<file path="src/verilog/auto_xfer_defines.svh">
// Constants of the automatic serial buffer transfer engine
`ifndef AUTO_XFER_DEFINES_SVH
`define AUTO_XFER_DEFINES_SVH

`define AX_DATA_W        8
`define AX_PTR_W         4
`define AX_BUF_BASE      16'hFFA0
`define AX_BUF_TOP       16'hFFAF
`define AX_BITS_PER_BYTE 4'h8
`define AX_IVL_MIN_PER   7'h02
`define AX_PTR_RST       4'h0
`define AX_BYTE_RST      8'h00

`endif

</file>
<file path="src/verilog/auto_xfer_pkg.sv">
// Types shared by the automatic serial buffer transfer engine
`include "auto_xfer_defines.svh"

package auto_xfer_pkg;
  typedef logic [`AX_DATA_W-1:0] byte_t;
  typedef logic [`AX_PTR_W-1:0]  ptr_t;
  typedef enum logic [2:0] {
    ST_IDLE,
    ST_LOAD,
    ST_FETCH,
    ST_SHIFT,
    ST_STORE,
    ST_GAP
  } xfer_state_e;
endpackage : auto_xfer_pkg

</file>
<file path="src/verilog/xfer_buffer_ram.sv">
// Sixteen-byte buffer RAM with a CPU port and an engine port
`timescale 1ns/1ns
`default_nettype none
`include "auto_xfer_defines.svh"

module xfer_buffer_ram
  import auto_xfer_pkg::*;
(
  input  wire logic  sys_clk,
  input  wire logic  cpu_we,
  input  wire ptr_t  cpu_addr,
  input  wire byte_t cpu_wdata,
  output byte_t      cpu_rdata,
  input  wire logic  eng_we,
  input  wire ptr_t  eng_addr,
  input  wire byte_t eng_wdata,
  output byte_t      eng_rdata
);

  byte_t mem [0:(1<<`AX_PTR_W)-1];

  // Engine write placed last so it wins a same-address clash
  always_ff @(posedge sys_clk) begin
    if (cpu_we) begin
      mem[cpu_addr] <= cpu_wdata;
    end
    if (eng_we) begin
      mem[eng_addr] <= eng_wdata;
    end
  end

  always_ff @(posedge sys_clk) begin
    cpu_rdata <= mem[cpu_addr];
    eng_rdata <= mem[eng_addr];
  end

endmodule : xfer_buffer_ram

`default_nettype wire

</file>
<file path="src/verilog/auto_serial_buffer_xfer.sv">
// Automatic transmit/receive engine between buffer RAM and a 3-wire serial link
`timescale 1ns/1ns
`default_nettype none
`include "auto_xfer_defines.svh"

module auto_serial_buffer_xfer
  import auto_xfer_pkg::*;
(
  input  wire logic       sys_clk,
  input  wire logic       rst,
  input  wire logic       serial_enable_bit,
  input  wire logic       auto_mode_enable_bit,
  input  wire logic       receive_enable_bit,
  input  wire logic       reload_bit,
  input  wire logic       interval_control_bit,
  input  wire logic [4:0] interval_n,
  input  wire logic       shift_wr,
  input  wire byte_t      shift_wr_data,
  input  wire logic       ptr_wr,
  input  wire ptr_t       ptr_wr_data,
  output ptr_t            buffer_pointer,
  output logic            transfer_in_progress_flag,
  output logic            serial_irq_request_flag,
  input  wire logic       irq_ack,
  input  wire logic       cpu_ram_we,
  input  wire ptr_t       cpu_ram_addr,
  input  wire byte_t      cpu_ram_wdata,
  output byte_t           cpu_ram_rdata,
  input  wire logic       sck_in,
  input  wire logic       serial_data_in_pin,
  output logic            serial_data_out_pin,
  output logic            si_port_mode
);

  ////////////////////////////////////////////////////////////////////////////
  // Interval length in serial clock edges (two edges per period, one edge more when ctrl is set)
  function automatic logic [6:0] interval_edges(input logic ctrl, input logic [4:0] n);
    logic [6:0] per;
    per = {2'h0, n} + 7'h01;
    if (!ctrl || per < `AX_IVL_MIN_PER) begin
      per = `AX_IVL_MIN_PER;
    end
    interval_edges = ctrl ? ((per << 1) + 7'h01) : (per << 1);
  endfunction : interval_edges

  xfer_state_e state_r;
  ptr_t        ptr_r;
  byte_t       tx_r;
  byte_t       rx_r;
  logic [3:0]  bit_cnt_r;
  logic [6:0]  gap_cnt_r;
  logic        busy_r;
  logic        irq_r;
  logic        sck_m_r;
  logic        sck_s_r;
  logic        sck_d_r;
  logic        si_m_r;
  logic        si_s_r;
  logic        sck_rise;
  logic        sck_fall;
  logic        start;
  logic        last_byte;
  logic        eng_we;
  byte_t       eng_rdata;

  ////////////////////////////////////////////////////////////////////////////
  // Link inputs come from another clock; two stages before use
  always_ff @(posedge sys_clk) begin
    if (rst) begin
      sck_m_r <= 1'b0;
      sck_s_r <= 1'b0;
      sck_d_r <= 1'b0;
      si_m_r  <= 1'b0;
      si_s_r  <= 1'b0;
    end else begin
      sck_m_r <= sck_in;
      sck_s_r <= sck_m_r;
      sck_d_r <= sck_s_r;
      si_m_r  <= serial_data_in_pin;
      si_s_r  <= si_m_r;
    end
  end

  assign sck_rise = sck_s_r & ~sck_d_r;
  assign sck_fall = ~sck_s_r & sck_d_r;

  // Repeat mode is not supported, so reload set blocks the trigger
  assign start = shift_wr && serial_enable_bit && auto_mode_enable_bit
                 && !reload_bit && !busy_r;
  assign last_byte = (ptr_r == `AX_PTR_RST);
  assign eng_we = (state_r == ST_STORE) && receive_enable_bit;

  ////////////////////////////////////////////////////////////////////////////
  // Sequencer
  always_ff @(posedge sys_clk) begin
    if (rst) begin
      state_r <= ST_IDLE;
    end else begin
      case (state_r)
        ST_IDLE: begin
          if (start) begin
            state_r <= ST_LOAD;
          end
        end
        ST_LOAD: begin
          state_r <= ST_FETCH;
        end
        ST_FETCH: begin
          state_r <= ST_SHIFT;
        end
        ST_SHIFT: begin
          if (sck_rise && bit_cnt_r == `AX_BITS_PER_BYTE - 4'h1) begin
            state_r <= ST_STORE;
          end
        end
        ST_STORE: begin
          state_r <= last_byte ? ST_IDLE : ST_GAP;
        end
        ST_GAP: begin
          if (gap_cnt_r == 7'h00) begin
            state_r <= ST_LOAD;
          end
        end
        default: begin
          state_r <= ST_IDLE;
        end
      endcase
    end
  end

  // Pointer writes from software are ignored mid-block
  always_ff @(posedge sys_clk) begin
    if (rst) begin
      ptr_r <= `AX_PTR_RST;
    end else if (state_r == ST_STORE && !last_byte) begin
      ptr_r <= ptr_r - 4'h1;
    end else if (ptr_wr && !busy_r) begin
      ptr_r <= ptr_wr_data;
    end
  end

  // Idle value of the shifter is zero, so the output rests low
  always_ff @(posedge sys_clk) begin
    if (rst) begin
      tx_r      <= `AX_BYTE_RST;
      rx_r      <= `AX_BYTE_RST;
      bit_cnt_r <= 4'h0;
    end else if (state_r == ST_FETCH) begin
      tx_r      <= eng_rdata;
      bit_cnt_r <= 4'h0;
    end else if (state_r == ST_SHIFT) begin
      if (sck_rise) begin
        rx_r      <= {rx_r[6:0], si_s_r};
        bit_cnt_r <= bit_cnt_r + 4'h1;
      end else if (sck_fall && bit_cnt_r != 4'h0) begin
        tx_r <= {tx_r[6:0], 1'b0};
      end
    end else if (state_r == ST_STORE && last_byte) begin
      tx_r <= `AX_BYTE_RST;
    end
  end

  always_ff @(posedge sys_clk) begin
    if (rst) begin
      gap_cnt_r <= 7'h00;
    end else if (state_r == ST_STORE) begin
      // Counter starts at the full edge count so exactly that many edges are swallowed
      gap_cnt_r <= interval_edges(interval_control_bit, interval_n);
    end else if (state_r == ST_GAP && (sck_rise || sck_fall) && gap_cnt_r != 7'h00) begin
      gap_cnt_r <= gap_cnt_r - 7'h01;
    end
  end

  always_ff @(posedge sys_clk) begin
    if (rst) begin
      busy_r <= 1'b0;
    end else if (start) begin
      busy_r <= 1'b1;
    end else if (state_r == ST_STORE && last_byte) begin
      busy_r <= 1'b0;
    end
  end

  // A completion in the acknowledge cycle still sets the flag
  always_ff @(posedge sys_clk) begin
    if (rst) begin
      irq_r <= 1'b0;
    end else if (state_r == ST_STORE && last_byte) begin
      irq_r <= 1'b1;
    end else if (irq_ack) begin
      irq_r <= 1'b0;
    end
  end

  xfer_buffer_ram u_ram (
    .sys_clk   (sys_clk),
    .cpu_we    (cpu_ram_we),
    .cpu_addr  (cpu_ram_addr),
    .cpu_wdata (cpu_ram_wdata),
    .cpu_rdata (cpu_ram_rdata),
    .eng_we    (eng_we),
    .eng_addr  (ptr_r),
    .eng_wdata (rx_r),
    .eng_rdata (eng_rdata)
  );

  assign buffer_pointer            = ptr_r;
  assign transfer_in_progress_flag = busy_r;
  assign serial_irq_request_flag   = irq_r;
  assign serial_data_out_pin       = tx_r[7];
  assign si_port_mode              = !(busy_r && receive_enable_bit);
endmodule : auto_serial_buffer_xfer

`default_nettype wire

</file>
<file path="config.mk">
export PLATFORM = sky130hd
export DESIGN_NAME = auto_serial_buffer_xfer
export DESIGN_NICKNAME = d
export VERILOG_FILES = /design/src/verilog/auto_xfer_pkg.sv /design/src/verilog/xfer_buffer_ram.sv /design/src/verilog/auto_serial_buffer_xfer.sv
export VERILOG_INCLUDE_DIRS = /design/src /design/src/verilog
export SDC_FILE = /design/constraint.sdc
export NUM_CORES = 1
export LEC_CHECK = 0
export ABC_AREA = 1
export ABC_CLOCK_PERIOD_IN_PS = 3400
export BUFFER_PORTS_ARGS = -buffer_cell sky130_fd_sc_hd__buf_4
export CAP_MARGIN = 20
export CORE_MARGIN = 2
export CORE_UTILIZATION = 50
export DETAILED_ROUTE_END_ITERATION = 8
export PLACE_DENSITY_LB_ADDON = 0.12
export SYNTH_ARGS = -nofsm -noshare
export SYNTH_HDL_FRONTEND = slang
export SYNTH_SLANG_ARGS = --single-unit
</file>
<file path="constraint.sdc">
create_clock -name sys_clk -period 3.4 [get_ports sys_clk]
set_clock_uncertainty 0.1 [all_clocks]
set_input_delay 0.17 -clock sys_clk [delete_from_list [all_inputs] [get_ports sys_clk]]
set_output_delay 0.17 -clock sys_clk [all_outputs]
set_load 0.005 [all_outputs]
</file>
==> results of run 1 <==
## kinds of logic after synthesis
kind of cell	count (synthesis)	synth area share
AND/OR/NAND/NOR	461	0.2069
XOR/XNOR	3	0.002583
flip-flops	185	0.4900
buffers and inverters	146	0.06617
adder cells (fa/ha/maj)	11	0.01353
AO/OA/AOI/OAI	373	0.2208
## metrics by stage
stage	power, mW	cell area (um2)
after global placement	4.195	10670
after floorplan	3.756	10170
final	6.175	11380
after global routing	6.473	11380
after CTS	6.165	11370
after detailed placement	4.215	10670
## layout by cell type, fill, tap and decap left out, types with 3 or more instances in the layout
cell	n
nand2_2	9
nand3_4	3
o22ai_1	34
nor2_2	5
o21ai_2	31
inv_4	4
xor2_1	3
dlygate4sd3_1	12
nor2_8	4
nor2_1	102
inv_1	56
ha_1	11
inv_6	4
dfxtp_1	56
nand2_1	273
a22oi_1	64
a21oi_1	28
buf_4	76
clkbuf_16	18
inv_2	6
o21ai_1	93
a21oi_2	7
nand2_4	14
a22o_1	7
edfxtp_1	128
nand3_1	19
o21ai_0	105
nor2_4	3
nand4_1	20
## final cells by class
cell class / count / share of cell area
multi-input combinational: 848 / 0.3973
inverter: 66 / 0.02254
clock inverter: 11 / 0.009235
sequential: 185 / 0.4381
timing repair buffer: 90 / 0.06157
clock buffer: 21 / 0.04156
tap: 270 / 0.02968
## what timing repair did
action | in CTS | in global routing
buffers inserted | 0 | 0
hold buffers | 12 | 0
gates resized for setup | 0 | 0
hold endpoints to repair | 19 | 0
## power groups by stage
stage	sequential (mW)	combinational, mW	clock (mW)
final	2.67	1.52	1.98
after global routing	2.69	1.71	2.08
after CTS	2.67	1.51	1.99
after detailed placement	2.72	1.49	0
after global placement	2.72	1.47	0
after floorplan	2.70	1.05	0
## state kept, by name, indices dropped and copies added (netlist names)
name and flops:
tx_r 8, u_ram.cpu_rdata 8, sck_m_r 1, sck_d_r 1, si_s_r 1, state_r 3
transfer_in_progress_flag 1, serial_irq_request_flag 1, si_m_r 1, buffer_pointer 4, sck_s_r 1, rx_r 8
u_ram.eng_rdata 8, u_ram.mem 128, bit_cnt_r 4, gap_cnt_r 7
## how the worst min path moves through the flow
| stage | from | endpoint | slack [ns] | cells past startpoint |
|---|---|---|---|---|
| 6_report | ptr_wr_data[0] | buffer_pointer[0]$_SDFFE_PP0P_ | 0.05 | 3 |
| 5_1_grt | ptr_wr_data[0] | buffer_pointer[0]$_SDFFE_PP0P_ | 0.08 | 3 |
| 4_1_cts | ptr_wr_data[0] | buffer_pointer[0]$_SDFFE_PP0P_ | 0.03 | 3 |
| 3_5_place_dp | sck_in | sck_m_r$_SDFF_PP0_ | 0.28 | 3 |
| 3_3_place_gp | sck_in | sck_m_r$_SDFF_PP0_ | 0.27 | 3 |
| 2_1_floorplan | sck_in | sck_m_r$_SDFF_PP0_ | 0.18 | 2 |
## worst min-delay path, cell delays in order
cell and delay (ns):
buf_4 0.11, o21ai_0 0.17, a211oi_1 0.10
## routing by layer
layer  GRT usage  vias up
li1            -     4182
met1      0.3944     4040
met2      0.4526      477
met3     0.05031       78
met4      0.1218        0
met5           0        -
==> impl_metrics.yaml, run 1 <==
power:
  leakage_nw: 4.594
  p_comb_frac: 0.247
  switchingPower_mw: 2.017
  p_sw_frac: 0.3266
  internal_power_mw: 4.158
  clkPwrFrac: 0.320
  ir_worst_vdd_uv: 440.3
  power_density_nw_per_um2: 542.5
  power_frac_seq: 0.433
yosys:
  yosysMostFrequentCell: "nand2_1"
  yosys-top-cells-area: "edfxtp_1 38%, dfxtp_1 11%, nand2_1 10%"
  synth_top_area_cell: "edfxtp_1"
  ys_warn_count: 0
  ys.flop_type: "edfxtp_1"
  synth_area_um2: 10170
  synth_seq_cells: 185
  synth.avg_cell_area_um2: 8.628
  yosysUniqueCellTypes: 43
  async_flop_share: 0
  yosysTopAreaCellShare: 0.3779
  yosysSeqAreaShare: 0.4900
  synth_nets: 1232
  ys_top_cells_by_count: "273 x nand2_1, 128 x edfxtp_1, 105 x nor2_1, 105 x o21ai_0, 93 x o21ai_1"
  synthCells: 1179
  synth_edf_count: 128
sta:
  min_period_ns: 2.457
  hold_viol: 0
  rsz0062_at_grt: "no"
  slew_violations: 0
  max_slew_margin: 0.3843
  fin_crit_sh: 0.7228
  fin_hold_ws_ns: 0.05265
  finalSetupTns_ns: 0
  fin_ws_ns: 0.9425
  worst_pin_slew_ns: 0.9225
  fmax_ghz: 0.4069
  setup_violations: 0
layout:
  multi_input_area_um2: 4522
  post-route-util: 0.5661
  seqCellArea_um2: 4986
  layoutNonFillerInstCount: 1491
  nets: 1261
  syn_to_final_growth_pct: 11.88
  antenna_cells: 0
  layout.filler_cells: 1836
  drive_above_1_share: 0.1630
setup_path:
  cp_num_buf_inv: 5
  crit_chain: "buf_4 > inv_1 > buf_4 > ha_1 > inv_1 > nor2_8 > nand2_4 > o21ai_0 > buf_4"
  worstPathArrival_ns: 2.49
  crit_type: "reg -> reg"
  crit_path_end: "u_ram.mem[9][7]$_DFFE_PP_"
  r2r_cells: 9
  critPathSlowestCell: "dfxtp_1"
  critPathMaxFanout: 20
  startpoint_type: "register"
  reg2reg_to: "u_ram.mem[9][7]$_DFFE_PP_"
  crit_start: "buffer_pointer[1]$_SDFFE_PP0P_"
  reg2reg_from: "buffer_pointer[1]$_SDFFE_PP0P_"
  path_common_cell: "buf_4"
  max_stage_delay_ns: 0.31
  critPathRequiredTime_ns: 3.44
  r2r_setup_slack_ns: 0.94
  cp.depth: 9
  crit_path_end_kind: "register"
  crit_family: "buffers and inverters"
die:
  ios: 58
  num_rows: 52
  die_y_um: 146.6
  die-area_um2: 21500
  initial_core_util: 0.5060
  die_x_um: 146.6
  core_um2: 20100
detailed_routing:
  ant_nets: 0
  routed.top_layer: "met4"
  wl_met3_mm: 2.879
  wl_met2_mm: 14.06
  num_vias: 8777
  via_per_inst: 5.887
  wl_met1_mm: 12.50
  firstDrtPassIters: 5
  totalWireLength_mm: 30.42
  drc: 0
  drtIter0Drc: 1166
  wl_per_cell_um: 20.40
placed_design:
  io_buffers: 49
  place.gp.congestion: 0.9659
  dp_hpwl_mm: 20.21
  place_ws_ns: 0.9835
  dp_cells: 1445
clock_network:
  clock_latency_ns: 0.44
  clock_path_buffers: 2
  h-tree-depth: 4
  cts_tree: "yes"
  cts_sinks: 185
  numCtsBuffers: 17
  clk_pin_slew_ns: 0.07
  clock-root-buffer: "clkbuf_16"
flow_run:
  timing.max_cap.violations: 0
global_route:
  grt_pass1_vias: 8169
  grt_max_degree: 40
  antenna_found_initial: 0
  track_usage: 0.2879
  grt_pass1_wl_mm: 46.87
  overflow: 0
worst_hold_path:
  hp-class: "in -> reg"
status:
  status: "finished clean"
Power figures use the tool's default switching activity.
==> run 2: changes to the inputs <==
Settings changed: ABC_CLOCK_PERIOD_IN_PS 3400 to 2000.
Clock period 3.4 ns to 2 ns, I/O delays scaled along.
==> run 2 against run 1 <==
  * Power rose by 76%
  * Non-clock buffer count up 28
  * Clock power rose by 83%
  * Largest power group unchanged
==> impl_metrics.yaml, run 2 (synthesized netlist as in run 1, its figures left out) <==
clock_network:
  cts_sinks: 185
  numCtsBuffers: 17
  cts_setup_buffers: 0
  cts_tree: "yes"
  clock_latency_ns: 0.44
  clock_path_buffers: 2
  clock-root-buffer: "clkbuf_16"
  h-tree-depth: 4
  clk_pin_slew_ns: 0.07
placed_design:
  dp_cells: 1470
  io_buffers: 49
  place.gp.congestion: 0.9611
  place_ws_ns: 0.1285
  dp_hpwl_mm: 20.35
power:
  p_sw_frac: 0.3194
  clkPwrFrac: 0.333
  power_frac_seq: 0.417
  internal_power_mw: 7.415
  switchingPower_mw: 3.480
  ir_worst_vdd_uv: 582.5
  leakage_nw: 4.782
  p_comb_frac: 0.250
  power_density_nw_per_um2: 923.5
sta:
  rsz0062_at_grt: "no"
  fin_ws_ns: 0.1302
  min_period_ns: 1.870
  hold_viol: 0
  fin_hold_ws_ns: 0.006516
  finalSetupTns_ns: 0
  setup_violations: 0
  worst_pin_slew_ns: 0.5923
  fmax_ghz: 0.5348
  slew_violations: 0
  max_slew_margin: 0.6051
  fin_crit_sh: 0.9349
status:
  status: "finished clean"
die:
  die-area_um2: 21500
  die_x_um: 146.6
  num_rows: 52
  initial_core_util: 0.5060
  ios: 58
  core_um2: 20100
  die_y_um: 146.6
global_route:
  grt_pass1_vias: 8301
  grt_pass1_wl_mm: 47.19
  antenna_found_initial: 0
  overflow: 0
  track_usage: 0.2908
  grt_max_degree: 37
layout:
  antenna_cells: 0
  nets: 1289
  syn_to_final_growth_pct: 15.98
  mostFrequentLayoutCells: "273 x nand2_1, 128 x edfxtp_1, 102 x nor2_1"
  post-route-util: 0.5868
  layout_commonest_cell: "nand2_1"
  largest_reg_flops: 128
  layoutNonFillerInstCount: 1519
  drive_above_1_share: 0.1898
  top_register: "u_ram.mem"
detailed_routing:
  firstDrtPassIters: 5
  via_per_inst: 5.865
  num_vias: 8909
  wl_per_cell_um: 20.31
  drc: 0
  ant_nets: 0
  drtIter0Drc: 1243
  totalWireLength_mm: 30.86
setup_path:
  startpoint_type: "register"
  critPathMaxFanout: 6
  crit_type: "reg -> reg"
  worstPathArrival_ns: 2.10
  crit_path_end_kind: "register"
  critPathRequiredTime_ns: 2.23
worst_hold_path:
  hp-class: "in -> reg"
flow_run:
  timing.max_cap.violations: 0
[run 2: stage by stage]
stage,cell area [um2],power [mW]
2_1_floorplan,10230,6.403
3_3_place_gp,10970,7.228
3_5_place_dp,10970,7.267
4_1_cts,11780,10.87
5_1_grt,11800,11.36
6_report,11800,10.90
[run 2: what timing repair did]
| action | CTS | global route |
|---|---|---|
| setup endpoints to repair | 0 | 7 |
| gates resized for setup | 0 | 3 |
| endpoints found under the hold margin | 22 | 1 |
| hold buffers | 17 | 1 |
[run 2: worst max-delay path, stage by stage, from the launching register on]
cell	delay, ns
dfxtp_2	0.38
inv_1	0.14
ha_4	0.23
nand2_4	0.12
clkinv_2	0.06
nand2_2	0.09
a21oi_1	0.07
dlygate4sd3_1	0.56
[run 2: final timing paths]
kind / cells after the start / end / start / slack [ns]
max: 7 / serial_irq_request_flag$_SDFFE_PP0P_ / buffer_pointer[1]$_SDFFE_PP0P_ / 0.13
min reg2reg: 2 / sck_s_r$_SDFF_PP0_ / sck_m_r$_SDFF_PP0_ / 0.30
max reg2reg: 7 / serial_irq_request_flag$_SDFFE_PP0P_ / buffer_pointer[1]$_SDFFE_PP0P_ / 0.13
min: 5 / gap_cnt_r[1]$_SDFFE_PP0P_ / interval_control_bit / 0.007
[run 2: metal layers]
| layer | global-route usage | vias up | routed length (um) |
|---|---|---|---|
| li1 | - | 4238 | - |
| met1 | 0.4059 | 4176 | 12910 |
| met2 | 0.4606 | 426 | 14190 |
| met3 | 0.04188 | 69 | 2818 |
| met4 | 0.1117 | 0 | 934 |
| met5 | 0 | - | 0 |
[run 2: final cells by class]
class	count	area, um2
clock inverters	9	91.34
fillers	1767	8307
flip-flops and latches	185	4987
repair buffers	118	982.2
multi-input cells	848	4589
well taps	270	337.8
clock buffers	23	553.0
inverters	66	256.5
[run 2: power groups by stage]
stage / Combinational, mW / Sequential (mW) / Clock [mW]
2_1_floorplan: 1.81 / 4.59 / 0
4_1_cts: 2.67 / 4.55 / 3.65
3_3_place_gp: 2.60 / 4.62 / 0
3_5_place_dp: 2.64 / 4.63 / 0
5_1_grt: 2.99 / 4.58 / 3.79
6_report: 2.72 / 4.55 / 3.62
